--- src/design/dsg_pkg.sv ---
// Contract
// - Trigger select bits 5:2, codes 1-11, reset zero
// - Setting bit 6 empties trace buffer
// - Trace data readable only through side port
// - Capability ID reads constant 0Dh
// - Next pointer read-only, resets to C0h
// - Vendor identifier read-only, side port writable
// - Device identifier read-only, side port writable
// - Bit 0 reflects sampled pin 0 level
// - Direction bit: 0 input, 1 output, reset 0
// - Output value driven while direction is output
// - Each pin uses a four-bit group
// - Pin control register only in upstream port
`default_nettype none
package dsg_pkg;
  localparam logic [7:0]  OFS_TRACE_CTRL = 8'h9C;
  localparam logic [7:0]  OFS_TRACE_OUT  = 8'hAC;
  localparam logic [7:0]  OFS_CAP_HDR    = 8'hB0;
  localparam logic [7:0]  OFS_SUBSYS_ID  = 8'hB4;
  localparam logic [7:0]  OFS_PIN_CTRL   = 8'hB8;
  localparam int          PORT_SEL_LSB   = 0;
  localparam int          TRIG_LSB       = 2;
  localparam int          CLEAR_BIT      = 6;
  localparam logic [3:0]  TRIG_MAX       = 4'hB;
  localparam logic [7:0]  CAP_ID         = 8'h0D;
  localparam logic [7:0]  NEXT_PTR_RST   = 8'hC0;
  localparam logic [15:0] VENDOR_ID_RST  = 16'h1234; // Value is arbitrary
  localparam logic [15:0] DEVICE_ID_RST  = 16'h5678; // Value is arbitrary
  localparam int          PIN_IN_BIT     = 0;
  localparam int          PIN_DIR_BIT    = 1;
  localparam int          PIN_OUT_BIT    = 2;
  localparam int          PIN_GROUP      = 4;
endpackage : dsg_pkg
`default_nettype wire

--- src/design/dsg_regs.sv ---
`timescale 1ns/1ns
`default_nettype none
module dsg_regs #(
  parameter int          NUM_PINS    = 8,
  parameter logic        IS_UPSTREAM = 1'b1
) (
  input  wire logic                   clk_sys,
  input  wire logic                   rst_n,
  input  wire logic                   clk_en,
  input  wire logic                   cfg_wr,
  input  wire logic                   cfg_rd,
  input  wire logic [7:0]             cfg_addr,
  input  wire logic [31:0]            cfg_wdata,
  output logic      [31:0]            cfg_rdata,
  input  wire logic                   sm_wr,
  input  wire logic                   sm_rd,
  input  wire logic [7:0]             sm_addr,
  input  wire logic [31:0]            sm_wdata,
  output logic      [31:0]            sm_rdata,
  input  wire logic [31:0]            trace_data,
  output logic                        trace_clear,
  output logic      [3:0]             trigger_sel,
  output logic      [1:0]             debug_port_sel,
  input  wire logic [NUM_PINS-1:0]    pin_i,
  output logic      [NUM_PINS-1:0]    pin_o,
  output logic      [NUM_PINS-1:0]    pin_oe
);
  import dsg_pkg::*;

  logic [1:0]          port_sel_r;
  logic [3:0]          trig_r;
  logic                clear_r;
  logic [15:0]         vendor_r;
  logic [15:0]         device_r;
  logic [NUM_PINS-1:0] dir_r;
  logic [NUM_PINS-1:0] outv_r;
  logic [NUM_PINS-1:0] pin_s_r;
  logic                any_wr;
  logic [7:0]          wa;
  logic [31:0]         wd;
  logic [31:0]         pin_word;

  assign any_wr = cfg_wr | sm_wr;
  assign wa     = sm_wr ? sm_addr : cfg_addr;
  assign wd     = sm_wr ? sm_wdata : cfg_wdata;

  always_ff @(posedge clk_sys or negedge rst_n) begin
    if (!rst_n) begin
      port_sel_r <= 2'h0;
      trig_r     <= 4'h0;
    end else if (clk_en && any_wr && wa == OFS_TRACE_CTRL) begin
      port_sel_r <= wd[PORT_SEL_LSB+:2];
      trig_r     <= wd[TRIG_LSB+:4];
    end
  end

  trig_write_a: assert property (@(posedge clk_sys) disable iff (!rst_n)
    clk_en && cfg_wr && !sm_wr && cfg_addr == OFS_TRACE_CTRL
    |=> trigger_sel == $past(cfg_wdata[TRIG_LSB+:4]))
    else $error("trigger select not written");
  port_sel_a: assert property (@(posedge clk_sys) disable iff (!rst_n)
    clk_en && cfg_wr && !sm_wr && cfg_addr == OFS_TRACE_CTRL
    |=> debug_port_sel == $past(cfg_wdata[PORT_SEL_LSB+:2]))
    else $error("port select not written");
  state_freeze_a: assert property (@(posedge clk_sys) disable iff (!rst_n)
    !clk_en |=> $stable(trigger_sel) && $stable(debug_port_sel) && $stable(pin_oe))
    else $error("state moved while clock enable low");

  always_ff @(posedge clk_sys or negedge rst_n) begin
    if (!rst_n) begin
      clear_r <= 1'b0;
    end else if (clk_en) begin
      clear_r <= any_wr && wa == OFS_TRACE_CTRL && wd[CLEAR_BIT];
    end
  end

  clear_idle_a: assert property (@(posedge clk_sys) disable iff (!rst_n)
    clk_en && !(any_wr && wa == OFS_TRACE_CTRL && wd[CLEAR_BIT]) |=> !trace_clear)
    else $error("trace clear pulsed without clear write");

  always_ff @(posedge clk_sys or negedge rst_n) begin
    if (!rst_n) begin
      vendor_r <= VENDOR_ID_RST;
      device_r <= DEVICE_ID_RST;
    end else if (clk_en && sm_wr && sm_addr == OFS_SUBSYS_ID) begin
      vendor_r <= sm_wdata[15:0];
      device_r <= sm_wdata[31:16];
    end
  end

  id_write_a: assert property (@(posedge clk_sys) disable iff (!rst_n)
    clk_en && sm_wr && sm_addr == OFS_SUBSYS_ID |=> {device_r, vendor_r} == $past(sm_wdata))
    else $error("identifier not loaded from side port");

  always_ff @(posedge clk_sys or negedge rst_n) begin
    if (!rst_n) begin
      dir_r  <= '0;
      outv_r <= '0;
    end else if (clk_en && IS_UPSTREAM && any_wr && wa == OFS_PIN_CTRL) begin
      for (int i = 0; i < NUM_PINS; i++) begin
        dir_r[i]  <= wd[PIN_GROUP*i+PIN_DIR_BIT];
        outv_r[i] <= wd[PIN_GROUP*i+PIN_OUT_BIT];
      end
    end
  end

  pin_dir_a: assert property (@(posedge clk_sys) disable iff (!rst_n)
    clk_en && IS_UPSTREAM && cfg_wr && !sm_wr && cfg_addr == OFS_PIN_CTRL
    |=> pin_oe[0] == $past(cfg_wdata[PIN_DIR_BIT]))
    else $error("pin 0 direction not written");
  pin_group_a: assert property (@(posedge clk_sys) disable iff (!rst_n)
    clk_en && IS_UPSTREAM && cfg_wr && !sm_wr && cfg_addr == OFS_PIN_CTRL
    |=> pin_oe[3] == $past(cfg_wdata[PIN_GROUP*3+PIN_DIR_BIT])
    && pin_o[3] == ($past(cfg_wdata[PIN_GROUP*3+PIN_DIR_BIT])
    && $past(cfg_wdata[PIN_GROUP*3+PIN_OUT_BIT])))
    else $error("pin 3 group misplaced");
  pin_hold_a: assert property (@(posedge clk_sys) disable iff (!rst_n)
    !(clk_en && any_wr) |=> $stable(pin_oe) && $stable(pin_o))
    else $error("pin drive changed without write");

  always_ff @(posedge clk_sys or negedge rst_n) begin
    if (!rst_n) begin
      pin_s_r <= '0;
    end else if (clk_en) begin
      pin_s_r <= pin_i;
    end
  end

  always_comb begin
    pin_word = 32'h0;
    for (int i = 0; i < NUM_PINS; i++) begin
      pin_word[PIN_GROUP*i+PIN_IN_BIT]  = pin_s_r[i];
      pin_word[PIN_GROUP*i+PIN_DIR_BIT] = dir_r[i];
      pin_word[PIN_GROUP*i+PIN_OUT_BIT] = outv_r[i];
    end
  end

  function automatic logic [31:0] rd_mux(input logic [7:0] a, input logic side);
    logic [31:0] v;
    v = 32'h0;
    if (a == OFS_TRACE_CTRL) begin
      v = {25'h0, 1'b0, trig_r, port_sel_r};
    end else if (a == OFS_TRACE_OUT) begin
      v = side ? trace_data : 32'h0;
    end else if (a == OFS_CAP_HDR) begin
      v = {16'h0, NEXT_PTR_RST, CAP_ID};
    end else if (a == OFS_SUBSYS_ID) begin
      v = {device_r, vendor_r};
    end else if (a == OFS_PIN_CTRL) begin
      v = IS_UPSTREAM ? pin_word : 32'h0;
    end
    return v;
  endfunction

  always_ff @(posedge clk_sys or negedge rst_n) begin
    if (!rst_n) begin
      cfg_rdata <= 32'h0;
      sm_rdata  <= 32'h0;
    end else if (clk_en) begin
      if (cfg_rd) begin
        cfg_rdata <= rd_mux(cfg_addr, 1'b0);
      end
      if (sm_rd) begin
        sm_rdata <= rd_mux(sm_addr, 1'b1);
      end
    end
  end

  cfg_hold_a: assert property (@(posedge clk_sys) disable iff (!rst_n)
    !(clk_en && cfg_rd) |=> $stable(cfg_rdata))
    else $error("config read data moved without read");
  sm_hold_a: assert property (@(posedge clk_sys) disable iff (!rst_n)
    !(clk_en && sm_rd) |=> $stable(sm_rdata))
    else $error("side read data moved without read");
  sm_hdr_a: assert property (@(posedge clk_sys) disable iff (!rst_n)
    clk_en && sm_rd && sm_addr == OFS_CAP_HDR |=> sm_rdata == {16'h0, NEXT_PTR_RST, CAP_ID})
    else $error("capability header wrong on side port");
  pin_rsvd_a: assert property (@(posedge clk_sys) disable iff (!rst_n)
    clk_en && cfg_rd && cfg_addr == OFS_PIN_CTRL |=> (cfg_rdata & 32'h88888888) == 32'h0)
    else $error("reserved pin bits not zero");

  assign pin_oe         = dir_r;
  assign pin_o          = dir_r & outv_r;
  assign trace_clear    = clear_r;
  assign trigger_sel    = trig_r;
  assign debug_port_sel = port_sel_r;

  trig_reset_a: assert property (@(posedge clk_sys) $rose(rst_n) |-> trig_r == 4'h0)
    else $error("trigger select not zero after reset");
  clear_pulse_a: assert property (@(posedge clk_sys) disable iff (!rst_n)
    clk_en && cfg_wr && !sm_wr && cfg_addr == OFS_TRACE_CTRL && cfg_wdata[CLEAR_BIT]
    |=> trace_clear)
    else $error("clear write did not pulse trace clear");
  trace_hidden_a: assert property (@(posedge clk_sys) disable iff (!rst_n)
    clk_en && cfg_rd && cfg_addr == OFS_TRACE_OUT |=> cfg_rdata == 32'h0)
    else $error("trace data leaked to config read");
  trace_side_a: assert property (@(posedge clk_sys) disable iff (!rst_n)
    clk_en && sm_rd && sm_addr == OFS_TRACE_OUT |=> sm_rdata == $past(trace_data))
    else $error("trace data wrong on side port");
  cap_hdr_a: assert property (@(posedge clk_sys) disable iff (!rst_n)
    clk_en && cfg_rd && cfg_addr == OFS_CAP_HDR |=> cfg_rdata == 32'h0000C00D)
    else $error("capability header wrong");
  id_cfg_ro_a: assert property (@(posedge clk_sys) disable iff (!rst_n)
    !sm_wr |=> $stable(vendor_r) && $stable(device_r))
    else $error("identifier changed without side write");
  pin_drive_a: assert property (@(posedge clk_sys) disable iff (!rst_n)
    clk_en && IS_UPSTREAM && cfg_wr && !sm_wr && cfg_addr == OFS_PIN_CTRL
    |=> pin_o[0] == ($past(cfg_wdata[PIN_DIR_BIT]) && $past(cfg_wdata[PIN_OUT_BIT])))
    else $error("pin drive mismatch");
  pin_sample_a: assert property (@(posedge clk_sys) disable iff (!rst_n)
    clk_en && $past(clk_en) && sm_rd && sm_addr == OFS_PIN_CTRL
    |=> sm_rdata[PIN_IN_BIT] == $past(pin_i[0], 2))
    else $error("pin 0 state not reflected");
  dir_reset_a: assert property (@(posedge clk_sys) $rose(rst_n) |-> pin_oe == '0)
    else $error("pins not inputs after reset");
  rsvd_zero_a: assert property (@(posedge clk_sys) disable iff (!rst_n)
    clk_en && cfg_rd && cfg_addr == OFS_TRACE_CTRL |=> cfg_rdata[31:6] == 26'h0)
    else $error("reserved bits not zero");

  clear_c:  cover property (@(posedge clk_sys) disable iff (!rst_n) trace_clear);
  out_c:    cover property (@(posedge clk_sys) disable iff (!rst_n) pin_oe[3] && pin_o[3]);
  idwr_c:   cover property (@(posedge clk_sys) disable iff (!rst_n) sm_wr && sm_addr == OFS_SUBSYS_ID);
  trig_c:   cover property (@(posedge clk_sys) disable iff (!rst_n) trig_r == TRIG_MAX);
  freeze_c: cover property (@(posedge clk_sys) disable iff (!rst_n) !clk_en && cfg_wr);
endmodule // dsg_regs
`default_nettype wire

--- config.mk ---
export PLATFORM = sky130hd
export DESIGN_NAME = dsg_regs
export DESIGN_NICKNAME = d
export VERILOG_FILES = /design/src/design/dsg_pkg.sv /design/src/design/dsg_regs.sv
export SDC_FILE = /design/constraint.sdc
export NUM_CORES = 1
export LEC_CHECK = 0
export BUFFER_PORTS_ARGS = -buffer_cell sky130_fd_sc_hd__buf_2
export CAP_MARGIN = 20
export CORE_UTILIZATION = 39
export CTS_CLUSTER_DIAMETER = 80
export CTS_CLUSTER_SIZE = 14
export DETAILED_ROUTE_END_ITERATION = 8
export GPL_ROUTABILITY_DRIVEN = 0
export PLACE_DENSITY = 0.63
export SLEW_MARGIN = 40
export SYNTH_ARGS = -nofsm -noshare
export SYNTH_HDL_FRONTEND = slang
export SYNTH_SLANG_ARGS = --single-unit
export TNS_END_PERCENT = 20
--- constraint.sdc ---
create_clock -name clk_sys -period 1.6 [get_ports clk_sys]
set_clock_uncertainty 0.15 [all_clocks]
set_input_delay 0.16 -clock clk_sys [delete_from_list [all_inputs] [get_ports clk_sys]]
set_output_delay 0.16 -clock clk_sys [all_outputs]
set_load 0.05 [all_outputs]
Word level (Yosys, flattened, before mapping):

Index checks and enable logic that the tools add are counted.

* register bits: 127

* bitwise gates (word level): 2
* mux-type cells: 12
* equality and inequality tests: 12
* reduce and logical (&&, ||, !) cells: 9

Operators with widths (number)
* $mux 32: 8
* $eq 8x8->1 const B: 12
* $mux 31: 3
* $and 8x8->8: 1
* $mux 8: 1
* $logic_and 1x1->1: 7
* $reduce_and 2->1: 2
* $or 1x1->1: 1

Depth between registers and ports, before layout:

* depth in word-level cells: 6
* gate-level depth with buffers: 8
* gate-level depth less buffers: 4

Least setup slack after synthesis:

OpenSTA, ideal clock, no wires.

* path type: input port to flip-flop
* from: input port sm_addr[2]
* to: register device_r[11]
* arrival: 1800 ps
* stages: 8
* data required time: 1325 ps
* path slack: -475 ps
* cell sequence: clkbuf_2 > nor4b_4 > and2_0 > clkbuf_2 > and3_1 > clkbuf_2 > buf_4 > mux2_2

* word-level cells in the longest chain between the ends: 2

Ends and longest elaborated chain
* start, declared: RTL line dsg_regs.sv:17 `input wire logic [7:0] sm_addr,`
* $eq 8x8->1: RTL line dsg_regs.sv:85 `end else if (clk_en && sm_wr && sm_addr == OFS_SUBSYS_ID) begin`
* $logic_and 1x1->1: RTL line dsg_regs.sv:85
* end signal, assigned: RTL line dsg_regs.sv:87 `device_r <= sm_wdata[31:16];`
* end, declared: RTL line dsg_regs.sv:34 `logic [15:0] device_r;`

No other way between the ends.
A chain may end at the register's enable or synchronous reset.

Worst setup path after layout:

* from: input port sm_addr[1]
* to: register dir_r[1] (netlist: pin_oe[1])

* word-level cells in the longest chain between the ends: 3

Ends and longest elaborated chain
* $mux 8: RTL line dsg_regs.sv:44 `assign wa = sm_wr ? sm_addr : cfg_addr;`
* $eq 8x8->1: RTL line dsg_regs.sv:99 `end else if (clk_en && IS_UPSTREAM && any_wr && wa == OFS_PIN_CTRL) begin`
* $logic_and 1x1->1: RTL line dsg_regs.sv:99
* end signal, assigned by index: RTL line dsg_regs.sv:101 `dir_r[i] <= wd[PIN_GROUP*i+PIN_DIR_BIT];`
* end, declared: RTL line dsg_regs.sv:35 `logic [NUM_PINS-1:0] dir_r;`

No other way between the ends.

==> run metrics <==
CTS sink count=127; syn nets=627; 1st-iter DRT viols=324; # setup viols final=16; #FFs+latches synth=127; Worst R2R Start=pin_oe[1]; RSZ-0062 raised after global routing=yes; post-synthesis cell area=6110 sq um; Synth async-reset ratio=100%; cell count after synthesis=500; CP max stage delay=0.40 ns; pre-CTS setup slack=-0.453 ns; initial antenna violation count=0; share of layout cells above drive strength 1=47.3%; EDFF count, synth=0; Clock Tree Root=clkbuf_16; yosys warns=0; row cnt=45; Syn-to-layout area delta=51.8%; antenna-violating nets left=0; Syn Area/Cell=12.2 sq um; CTS Buf Count=17; worst skew pair latency=0.42 ns; CP endpoint kind=register; Worst R2R End=sm_rdata[5]; via count=5,701; I/O Buffers=200; commonest non-fill, non-tap cell in the layout=buf_2; Placed Cells incl. Taps=937; ANT cells=0; Reg2Reg Depth=3; number of max-cap violations=0; post-synthesis sequential area ratio=52.2%; crit path launch type=primary input; HP Class=in2async; setup repair bufs after CTS=0; Slowest cell on crit path=or3b_4; setup TNS=-0.370 ns; Initial Util=40.1%; vias per cell=5.41; Max Root-Sink Buffers=2; post-synth cell types=55; fin crit share=102%; drt total wl=20.7 mm; area of the multi-input gates=2790 sq um; Die ar.=16,200 sq um; Peak VDD IR=0.000663 V; Tmin final=1.64 ns; Final Max Slew Viols=0; Tot GR Track Use=26.2%; largest net degree at the start of global routing=44; global route total overflow=0; leakage dissipation=4.53 nW; first-pass GRT wire length=32.1 mm; post-DR wirelength/cell=19.7 um; cells along the critical path=buf_8, or3b_4, or3_4, a21oi_4, clkbuf_16, mux2_4; Setup WS post-layout=-0.0382 ns; Final Hold Fails=0; core region area=15,300 sq um; Slew @ Worst Pin=0.399 ns; drt pass-1 iters=5; Remaining DRCs=0; CTS tree=yes; Slew HR=73.4%; Tot Pwr=7.91 mW; Worst-path clk slew=0.05 ns; Fillers=1,264; PD cells=852 nW/um^2; vias in the first global route=5,914; HPWL after DPL=14.2 mm; Final nets=957; Die Span Y=127 um; status=finished, violations left; most frequent cells in the layout=189 x buf_2, 112 x dfrtp_1, 84 x dlygate4sd3_1, 64 x mux2_2, 52 x buf_4; Reg2Reg Setup Slack=0.24 ns; Peak Freq=610 MHz; Max FO, Critical Path=8; Reg area=3200 sq um; kind of critical path=in2reg; failing checks=negative setup slack; Required @ worst endpoint=1.75 ns; DIE WIDTH=127 um; Worst Path Arrival=1.78 ns; # H-tree levels=4; top_reg_cell synth=dfrtp_1; Post-Layout Cell Count=1,054; IO Count=214
-- layout make-up --
type                       instances  area share, %
inverter                           7          0.283
sequential                       127           34.4
clock buffer                      24           5.08
timing repair buffer             344           26.6
tap                              211           2.84
clock inverter                     8          0.701
multi-input combinational        333           30.1
-- critical path, delay by kind of cell --
family | cells | cell delay [ns]
buffers and inverters | 2 | 0.32
muxes | 1 | 0.30
and+or+nand+nor | 2 | 0.77
AOI/OAI and AO/OA | 1 | 0.23
-- cells in the mapped netlist, types with 8 or more instances --
cell type,instances,share of area (%)
a221o_1,36,5.9
a22o_1,14,2.0
a22oi_1,33,4.1
and2_1,28,2.9
clkbuf_1,21,1.3
dfrtp_1,114,47
dfstp_2,13,5.6
mux2_2,70,13
mux2_4,10,2.5
nand2_1,20,1.2
nand3_1,8,0.65
nor2_1,19,1.2
o21ai_0,18,1.5
-- how the worst max path moves through the flow --
stage                from         to  cells past startpoint
2_1_floorplan  sm_addr[1]  outv_r[3]                      6
3_3_place_gp   sm_addr[1]  pin_oe[6]                      6
3_5_place_dp   sm_addr[1]  outv_r[2]                      6
4_1_cts        sm_addr[1]  outv_r[2]                      6
5_1_grt        sm_addr[1]  pin_oe[0]                      6
6_report       sm_addr[1]  pin_oe[1]                      6
-- state kept, by name, indices dropped and copies added, names as in the netlist --
signal / flops
cfg_rdata: 32
debug_port_sel: 2
device_r: 16
outv_r: 8
pin_oe: 8
pin_s_r: 8
sm_rdata: 32
trace_clear: 1
trigger_sel: 4
vendor_r: 16
-- report_power, final --
part	switching, mW	internal, mW
combinational	0.489	0.485
sequential	0.0773	3.30
clock	1.36	2.20
-- logic make-up after synthesis --
| family | count (synthesis) | share of synthesized area, % |
|---|---|---|
| simple gates | 122 | 11.9 |
| mux | 80 | 15.3 |
| flops | 127 | 52.2 |
| compound gates | 131 | 17.5 |
| buf+inv | 40 | 3.01 |
-- layer usage --
metal	up-vias	routed length, um	global-route usage (%)	share of wire, %
li1	2563	-	-	-
met1	2841	8910	33.4	43
met3	33	1410	6.57	6.8
met2	264	10100	43.9	49
met5	-	0	0	0
met4	0	305	8.05	1.5
-- timing repair --
item,CTS,global route
hold endpoints to repair,209,0
resized for setup,3,21
setup endpoints to repair,7,55
cloned,0,1
hold buffers,84,0
-- stage by stage --
stage               utilization, %  hold slack, ns  cell area [sq um]
finish                        60.8          0.0113               9280
floorplan                        -          -0.286               6150
global placement              51.2          -0.125               7810
detailed placement            51.2          -0.123               7810
global route                  60.8         0.00954               9280
CTS                           60.2         0.00245               9190
Power figures use the tool's default switching activity.
